`config.mk`:
```
export PLATFORM = sky130hd
export DESIGN_NAME = admux_top
export DESIGN_NICKNAME = d
export VERILOG_FILES = /design/src/design/admux_pkg.sv /design/src/design/admux_top.sv /design/src/design/admux_phase_map.sv
export SDC_FILE = /design/constraint.sdc
export NUM_CORES = 1
export LEC_CHECK = 0
export ABC_AREA = 1
export BUFFER_PORTS_ARGS = -buffer_cell sky130_fd_sc_hd__buf_2
export CORE_ASPECT_RATIO = 1.2
export CORE_UTILIZATION = 39
export DETAILED_ROUTE_END_ITERATION = 16
export PLACE_DENSITY = 0.75
export SYNTH_ARGS = -nofsm -noshare
export SYNTH_HDL_FRONTEND = slang
export SYNTH_HIERARCHICAL = 1
export SYNTH_SLANG_ARGS = --single-unit
```
`constraint.sdc`:
```
create_clock -name clk_i -period 2.1 [get_ports clk_i]
set_input_delay 0.315 -clock clk_i [delete_from_list [all_inputs] [get_ports clk_i]]
set_output_delay 0.315 -clock clk_i [all_outputs]
set_load 0.02 [all_outputs]
```
`src/design/admux_pkg.sv`:
```
// Package for the shared address/data pin multiplexer.
// Assumes a single core clock domain and no software-visible registers.
// Behaviour
// - Flag mode: pins 0-7 to flags 8-15, swap.
// - 8-bit, strobe high: A23-16 upper, A15-8 lower.
// - 8-bit, strobe low: A7-0 upper, data lower.
// - 16-bit, strobe high: A15-0 on pins.
// - 16-bit, strobe low: D15-0 on pins.
// - Read, write, latch strobes always driven.
package admux_pkg;

  localparam int unsigned ADMUX_PIN_W     = 16;
  localparam int unsigned ADMUX_ADDR_W    = 24;
  localparam int unsigned ADMUX_FLAG_BIT  = 20;
  localparam int unsigned ADMUX_HALF_W    = 8;
  localparam logic        ADMUX_RST_FLAG  = 1'b0;
  localparam logic        ADMUX_RST_WIDTH = 1'b0;

  // Transfer width of the parallel port.
  typedef enum logic {
    ADMUX_W8  = 1'b0,
    ADMUX_W16 = 1'b1
  } admux_width_type;

  // One parallel port cycle request from the port controller.
  typedef struct packed {
    logic [23:0] addr;
    logic [15:0] wdata;
    logic        ale;
    logic        rd;
    logic        wr;
    logic        drive;
  } admux_port_type;

  // Pin pair for the shared pins: value and output enable.
  typedef struct packed {
    logic [15:0] o;
    logic [15:0] oe;
  } admux_pin_type;

endpackage

```
`src/design/admux_top.sv`:
```
// Shared address/data pin multiplexer with general flag mode.
// Assumes the port controller and flag logic run on clk_i, and that
// software disables the port before setting the flag-mode control bit.
`timescale 1ns/1ps
module admux_top
  import admux_pkg::*;
(
  // Clock and reset.
  input  wire logic            clk_i,
  input  wire logic            rst_n_i,
  // System control bits.
  input  wire logic [31:0]     system_control_reg_i,
  input  wire admux_width_type port_transfer_width_i,
  // Parallel port request.
  input  wire admux_port_type  port_req_i,
  // General flag logic.
  input  wire logic [15:0]     general_flag_out_i,
  input  wire logic [15:0]     general_flag_oe_i,
  output logic      [15:0]     general_flag_in_o,
  // Parallel port read data.
  output logic      [15:0]     port_rdata_o,
  // Shared address/data pins.
  input  wire logic [15:0]     shared_addr_data_pins_i,
  output logic      [15:0]     shared_addr_data_pins_o,
  output logic      [15:0]     shared_addr_data_pins_oe_o,
  // Strobes, always driven.
  output logic                 ale_o,
  output logic                 rd_n_o,
  output logic                 wr_n_o
);

  // Maps pins to flags: low byte to high flags and back.
  function automatic logic [15:0] swap_bytes(input logic [15:0] v);
    swap_bytes = {v[7:0], v[15:8]};
  endfunction

  // Pins are driven in every address phase and in write data phases.
  function automatic logic [15:0] port_pin_enable(input admux_port_type r);
    port_pin_enable = (r.ale || (r.drive && !r.rd)) ? 16'hFFFF : 16'h0000;
  endfunction

  // A read data phase is a read request with the latch strobe low.
  function automatic logic read_data_phase(input admux_port_type r);
    read_data_phase = r.rd && !r.ale;
  endfunction

  logic rst_s1_r;
  logic rst_sync_n_r;

  // Reset release through two flip-flops.
  always_ff @(posedge clk_i or negedge rst_n_i) begin
    if (!rst_n_i) begin
      rst_s1_r     <= 1'b0;
      rst_sync_n_r <= 1'b0;
    end else begin
      rst_s1_r     <= 1'b1;
      rst_sync_n_r <= rst_s1_r;
    end
  end

  logic [15:0]     map_pins;
  logic            flag_mode_r;
  logic            flag_mode_nxt;
  admux_pin_type   pin_r;
  admux_pin_type   pin_nxt;
  logic            ale_r;
  logic            ale_nxt;
  logic            rd_n_r;
  logic            rd_n_nxt;
  logic            wr_n_r;
  logic            wr_n_nxt;
  logic [15:0]     flag_in_r;
  logic [15:0]     flag_in_nxt;
  logic [15:0]     rdata_r;
  logic [15:0]     rdata_nxt;

  admux_phase_map u_map (
    .addr_i  (port_req_i.addr),
    .wdata_i (port_req_i.wdata),
    .ale_i   (port_req_i.ale),
    .width_i (port_transfer_width_i),
    .pins_o  (map_pins)
  );

  // Pin owner. The control bit is registered once here, so every
  // group below switches on the same edge and the pins never see a
  // mix of port and flag values within one cycle.
  always_comb begin
    flag_mode_nxt = system_control_reg_i[ADMUX_FLAG_BIT];
  end

  // Registers the pin owner; reset hands the pins to the port.
  always_ff @(posedge clk_i or negedge rst_sync_n_r) begin
    if (!rst_sync_n_r) begin
      flag_mode_r <= ADMUX_RST_FLAG;
    end else begin
      flag_mode_r <= flag_mode_nxt;
    end
  end

  // Pin value and enable. In flag mode flag n leaves on pin n+8 for
  // n below 8 and on pin n-8 otherwise. In port mode only the phase
  // mapper and the port request reach the pins, so a stale flag enable
  // cannot fight the external memory.
  always_comb begin
    pin_nxt = '0;
    case (flag_mode_r)
      1'b1: begin
        pin_nxt.o  = swap_bytes(general_flag_out_i);
        pin_nxt.oe = swap_bytes(general_flag_oe_i);
      end
      1'b0: begin
        pin_nxt.o  = map_pins;
        pin_nxt.oe = port_pin_enable(port_req_i);
      end
      default: begin
        pin_nxt = '0;
      end
    endcase
  end

  // Registers the pin drive; reset releases all sixteen pins.
  always_ff @(posedge clk_i or negedge rst_sync_n_r) begin
    if (!rst_sync_n_r) begin
      pin_r <= '0;
    end else begin
      pin_r <= pin_nxt;
    end
  end

  // Strobes. They follow the port request in port mode and sit at
  // their idle levels in flag mode, so a late port request after the
  // switch cannot open a cycle on the external memory.
  always_comb begin
    ale_nxt  = 1'b0;
    rd_n_nxt = 1'b1;
    wr_n_nxt = 1'b1;
    case (flag_mode_r)
      1'b1: begin
        ale_nxt  = 1'b0;
        rd_n_nxt = 1'b1;
        wr_n_nxt = 1'b1;
      end
      1'b0: begin
        ale_nxt  = port_req_i.ale;
        rd_n_nxt = ~port_req_i.rd;
        wr_n_nxt = ~port_req_i.wr;
      end
      default: begin
        ale_nxt  = 1'b0;
        rd_n_nxt = 1'b1;
        wr_n_nxt = 1'b1;
      end
    endcase
  end

  // Registers the strobes; reset leaves them at their idle levels and
  // they are driven in every state, reset included.
  always_ff @(posedge clk_i or negedge rst_sync_n_r) begin
    if (!rst_sync_n_r) begin
      ale_r  <= 1'b0;
      rd_n_r <= 1'b1;
      wr_n_r <= 1'b1;
    end else begin
      ale_r  <= ale_nxt;
      rd_n_r <= rd_n_nxt;
      wr_n_r <= wr_n_nxt;
    end
  end

  // Pin levels as the flag logic sees them. The sample is zero while
  // the port owns the pins, so flag readers never mistake bus traffic
  // for flag inputs.
  always_comb begin
    flag_in_nxt = 16'h0000;
    case (flag_mode_r)
      1'b1:    flag_in_nxt = swap_bytes(shared_addr_data_pins_i);
      1'b0:    flag_in_nxt = 16'h0000;
      default: flag_in_nxt = 16'h0000;
    endcase
  end

  // Registers the flag input sample.
  always_ff @(posedge clk_i or negedge rst_sync_n_r) begin
    if (!rst_sync_n_r) begin
      flag_in_r <= 16'h0000;
    end else begin
      flag_in_r <= flag_in_nxt;
    end
  end

  // Read data. The pins are taken at each edge of a read data phase,
  // so the last edge before the read strobe rises wins; the value is
  // then held until the next read, and flag mode never disturbs it.
  always_comb begin
    rdata_nxt = rdata_r;
    case (flag_mode_r)
      1'b1: rdata_nxt = rdata_r;
      1'b0: begin
        if (read_data_phase(port_req_i)) begin
          rdata_nxt = shared_addr_data_pins_i;
        end
      end
      default: rdata_nxt = rdata_r;
    endcase
  end

  // Registers the read data.
  always_ff @(posedge clk_i or negedge rst_sync_n_r) begin
    if (!rst_sync_n_r) begin
      rdata_r <= 16'h0000;
    end else begin
      rdata_r <= rdata_nxt;
    end
  end

  // Outputs; strobes are never released to high impedance.
  assign shared_addr_data_pins_o    = pin_r.o;
  assign shared_addr_data_pins_oe_o = pin_r.oe;
  assign ale_o                      = ale_r;
  assign rd_n_o                     = rd_n_r;
  assign wr_n_o                     = wr_n_r;
  assign general_flag_in_o          = flag_in_r;
  assign port_rdata_o               = rdata_r;

endmodule

```
`src/design/admux_phase_map.sv`:
```
// Phase mapper: picks the bits that the shared pins carry for one phase.
// Assumes the caller registers the result; purely combinational.
`timescale 1ns/1ps
module admux_phase_map
  import admux_pkg::*;
(
  // Request.
  input  wire logic [23:0]     addr_i,
  input  wire logic [15:0]     wdata_i,
  input  wire logic            ale_i,
  input  wire admux_width_type width_i,
  // Pin value.
  output logic      [15:0]     pins_o
);

  // Selects address or data bytes by width and strobe phase.
  always_comb begin
    pins_o = 16'h0000;
    case (width_i)
      ADMUX_W8: begin
        if (ale_i) begin
          pins_o = {addr_i[23:16], addr_i[15:8]};
        end else begin
          pins_o = {addr_i[7:0], wdata_i[7:0]};
        end
      end
      ADMUX_W16: begin
        if (ale_i) begin
          pins_o = addr_i[15:0];
        end else begin
          pins_o = wdata_i;
        end
      end
      default: pins_o = 16'h0000;
    endcase
  end

endmodule

```
==> metrics.md <==
| Metric | Value |
|---|---|
| Syn avg cell area | 8.29 sq um |
| Crit path max-delay family | simple AND/OR/NAND/NOR gates |
| Dominant cell type by area after synthesis | dfrtp_1 |
| Critical path buffers and inverters | 1 |
| Number of CTS-inserted buffers | 9 |
| Initial antenna violation count | 0 |
| Maxcap violations | 0 |
| Final setup fails | 0 |
| I/O Buffers | 162 |
| Share of layout cells above drive strength 1 | 36.4% |
| Sequential share of power | 43.8% |
| HPWL Detailed | 5750 microns |
| First-pass GRT wire length | 12800 microns |
| Worst Path Arrival | 1.64 ns |
| Leading cell type in the layout, fill and taps excluded | nand2_1 |
| CP Launch Type | flip-flop |
| Total gr overflow | 0 |
| Vert. Die Dim | 99.9 microns |
| CTS root buf | clkbuf_8 |
| Crit. End Element | flip-flop |
| Post-Syn Area | 3120 sq um |
| Full die area | 8350 sq um |
| Vias post-DR | 2950 |
| CTS tree | done |
| Width of the chip | 83.6 microns |
| Max Root-Sink Buffers | 2 |
| Worst-path clk slew | 0.07 ns |
| Initial DRC count | 92 |
| Post-synthesis cell type count | 17 |
| Critical Path, Cell by Cell | inv_2, nand3_2, nand2_1, nand2_1 |
| Most frequent cells in the layout | 182 x nand2_1, 162 x buf_2, 67 x dfrtp_1 |
| GP Congestion | 0.819 |
| RSZ-0062 raised after global routing | no |
| Final slew viol count | 0 |
| Worst path slowest cell | nand3_2 |
| Hold Path Class | in -> reg |
| Worst Setup Slack, final | 0.676 ns |
| Vias in the first global route | 2693 |
| Sw Share | 27.4% |
| Antenna-violating nets left | 0 |
| Largest net degree at the start of global routing | 49 |
| Pint | 0.00253 W |
| N_diodes | 0 |
| Initial core utilization | 40.4% |
| Max incr delay on CP | 0.39 ns |
| Core Area | 7710 sq um |
| Power share of the combinational group | 19.0% |
| Fin Setup TNS | 0 ns |
| I/O pins | 194 |
| Worst EP required | 2.31 ns |
| Top cells by area, synth | dfrtp_1 55%, nand2_1 22%, nand3_1 6.4% |
| Setup Crit Path Kind | reg -> reg |
| PwrDens | 834 nW/um^2 |
| Yosys reg bits | 70 |
| P_leak | 2.58 nW |
| Final worst-path cycle share | 67.8% |
| # clock sinks | 70 |
| Wire per inst | 12.4 microns |
| Worst IR drop on VDD | 0.000712 V |
| Crit Path Max Fanout | 20 |
| Clk pwr share | 37.3% |
| Via/cell ratio | 4.68 |
| First-pass iteration count of the detailed router | 4 |
| Mapped Cells | 376 |
| Clk_skew | 0.00848 ns |
| Post-synthesis sequential area ratio | 56.3% |
| Slew headroom | 59.0% |
| Tot GR Track Use | 19.1% |
| Row cnt | 35 |
| Syn_nets | 503 |
| DRT Wirelength | 7830 microns |
| Switching power | 0.000957 W |
| Share of the synthesized area in the top cell type | 54.6% |
| Dpl ws | 0.490 ns |
| Yosys warns | 6 |
| Outcome | completed |
| Residual DRC | 0 |
| Final hold violations | 0 |
| Synthesis-to-layout area growth | 34.3% |
| Clock H-tree levels | 3 |
| Worst-Skew Late Latency | 0.33 ns |
| Highest clock rate | 0.702 GHz |
| Worst-Margin Slew | 0.615 ns |
| Most frequent CP cell | nand2_1 |
| Post-layout min period | 1.42 ns |
| Util after Layout | 54.3% |
| Total Nets Final | 660 |
stage by stage:
step,instance area [sq um],hold WS [ns],cells,power [W]
floorplan,3120,0.0194,376,0.00195
global placement,3930,0.101,613,0.00220
detailed placement,3930,0.105,613,0.00222
CTS,4180,0.0663,630,0.00353
global route,4180,0.0680,630,0.00366
finish,4180,0.0898,630,0.00349
layout make-up:
| class | count | area [sq um] |
|---|---|---|
| well taps | 92 | 115 |
| fillers | 722 | 3520 |
| clock buffers | 11 | 141 |
| repair buffers | 167 | 863 |
| multi-input cells | 247 | 1050 |
| clock inverters | 5 | 106 |
| inverters | 38 | 148 |
| flip-flops and latches | 70 | 1760 |
path summary, 6_finish.rpt:
path	from	end	slack, ns	cells after the start
min in group asynchronous	rst_sync_n_r	shared_addr_data_pins_o[11]	0.28	0
max	flag_mode_r	port_rdata_o[5]	0.68	4
min reg2reg	rst_sync_n_r	shared_addr_data_pins_o[11]	0.28	0
max in group asynchronous	rst_sync_n_r	ale_o	1.17	1
max reg2reg	flag_mode_r	port_rdata_o[5]	0.68	4
min	system_control_reg_i[20]	flag_mode_r	0.09	1
kinds of logic after synthesis:
group	after synthesis	synth area share [%]
AND/OR/NAND/NOR	246	33.7
flip-flops	70	56.3
other	1	0.120
buffers and inverters	59	9.84
state kept, by name (all words and copies together) (netlist names):
register and cells:
rst_s1_r 1, general_flag_in_o 16, flag_mode_r 1, shared_addr_data_pins_o 16
port_rdata_o 16, rd_n_o 1, ale_o 1, rst_sync_n_r 1
wr_n_o 1, shared_addr_data_pins_oe_o 16
power groups by stage:
stage	sequential, W	clock [W]	combinational [W]
4_1_cts	0.00153	0.00134	0.000666
2_1_floorplan	0.00172	0	0.000227
5_1_grt	0.00154	0.00139	0.000731
6_report	0.00153	0.00130	0.000662
3_5_place_dp	0.00156	0	0.000663
3_3_place_gp	0.00155	0	0.000655
cells in the mapped netlist:
cell type and number:
buf_12 1, inv_6 1, dfstp_2 2, buf_4 4, buf_6 5, nand3b_4 1
dfrtp_1 68, inv_2 3, nand2_2 6, clkbuf_1 2, nand3_1 40, inv_1 34
buf_2 9, nand3_2 1, nand2_1 182, nand4_1 16, conb_1 1
per-layer routing:
metal | wire (microns) | global-route usage [%]
met4 | 204 | 8.21
met2 | 3930 | 33.9
met1 | 3260 | 22.9
met5 | 0 | 0
met3 | 432 | 3.37
what timing repair did:
action	4_1_cts	5_1_grt
hold buffers	1	0
endpoints found under the hold margin	2	0
gates resized for setup	0	0
setup endpoints to repair	0	0
setup buffers	0	0
Note: power is estimated with default switching activity, not from simulation.
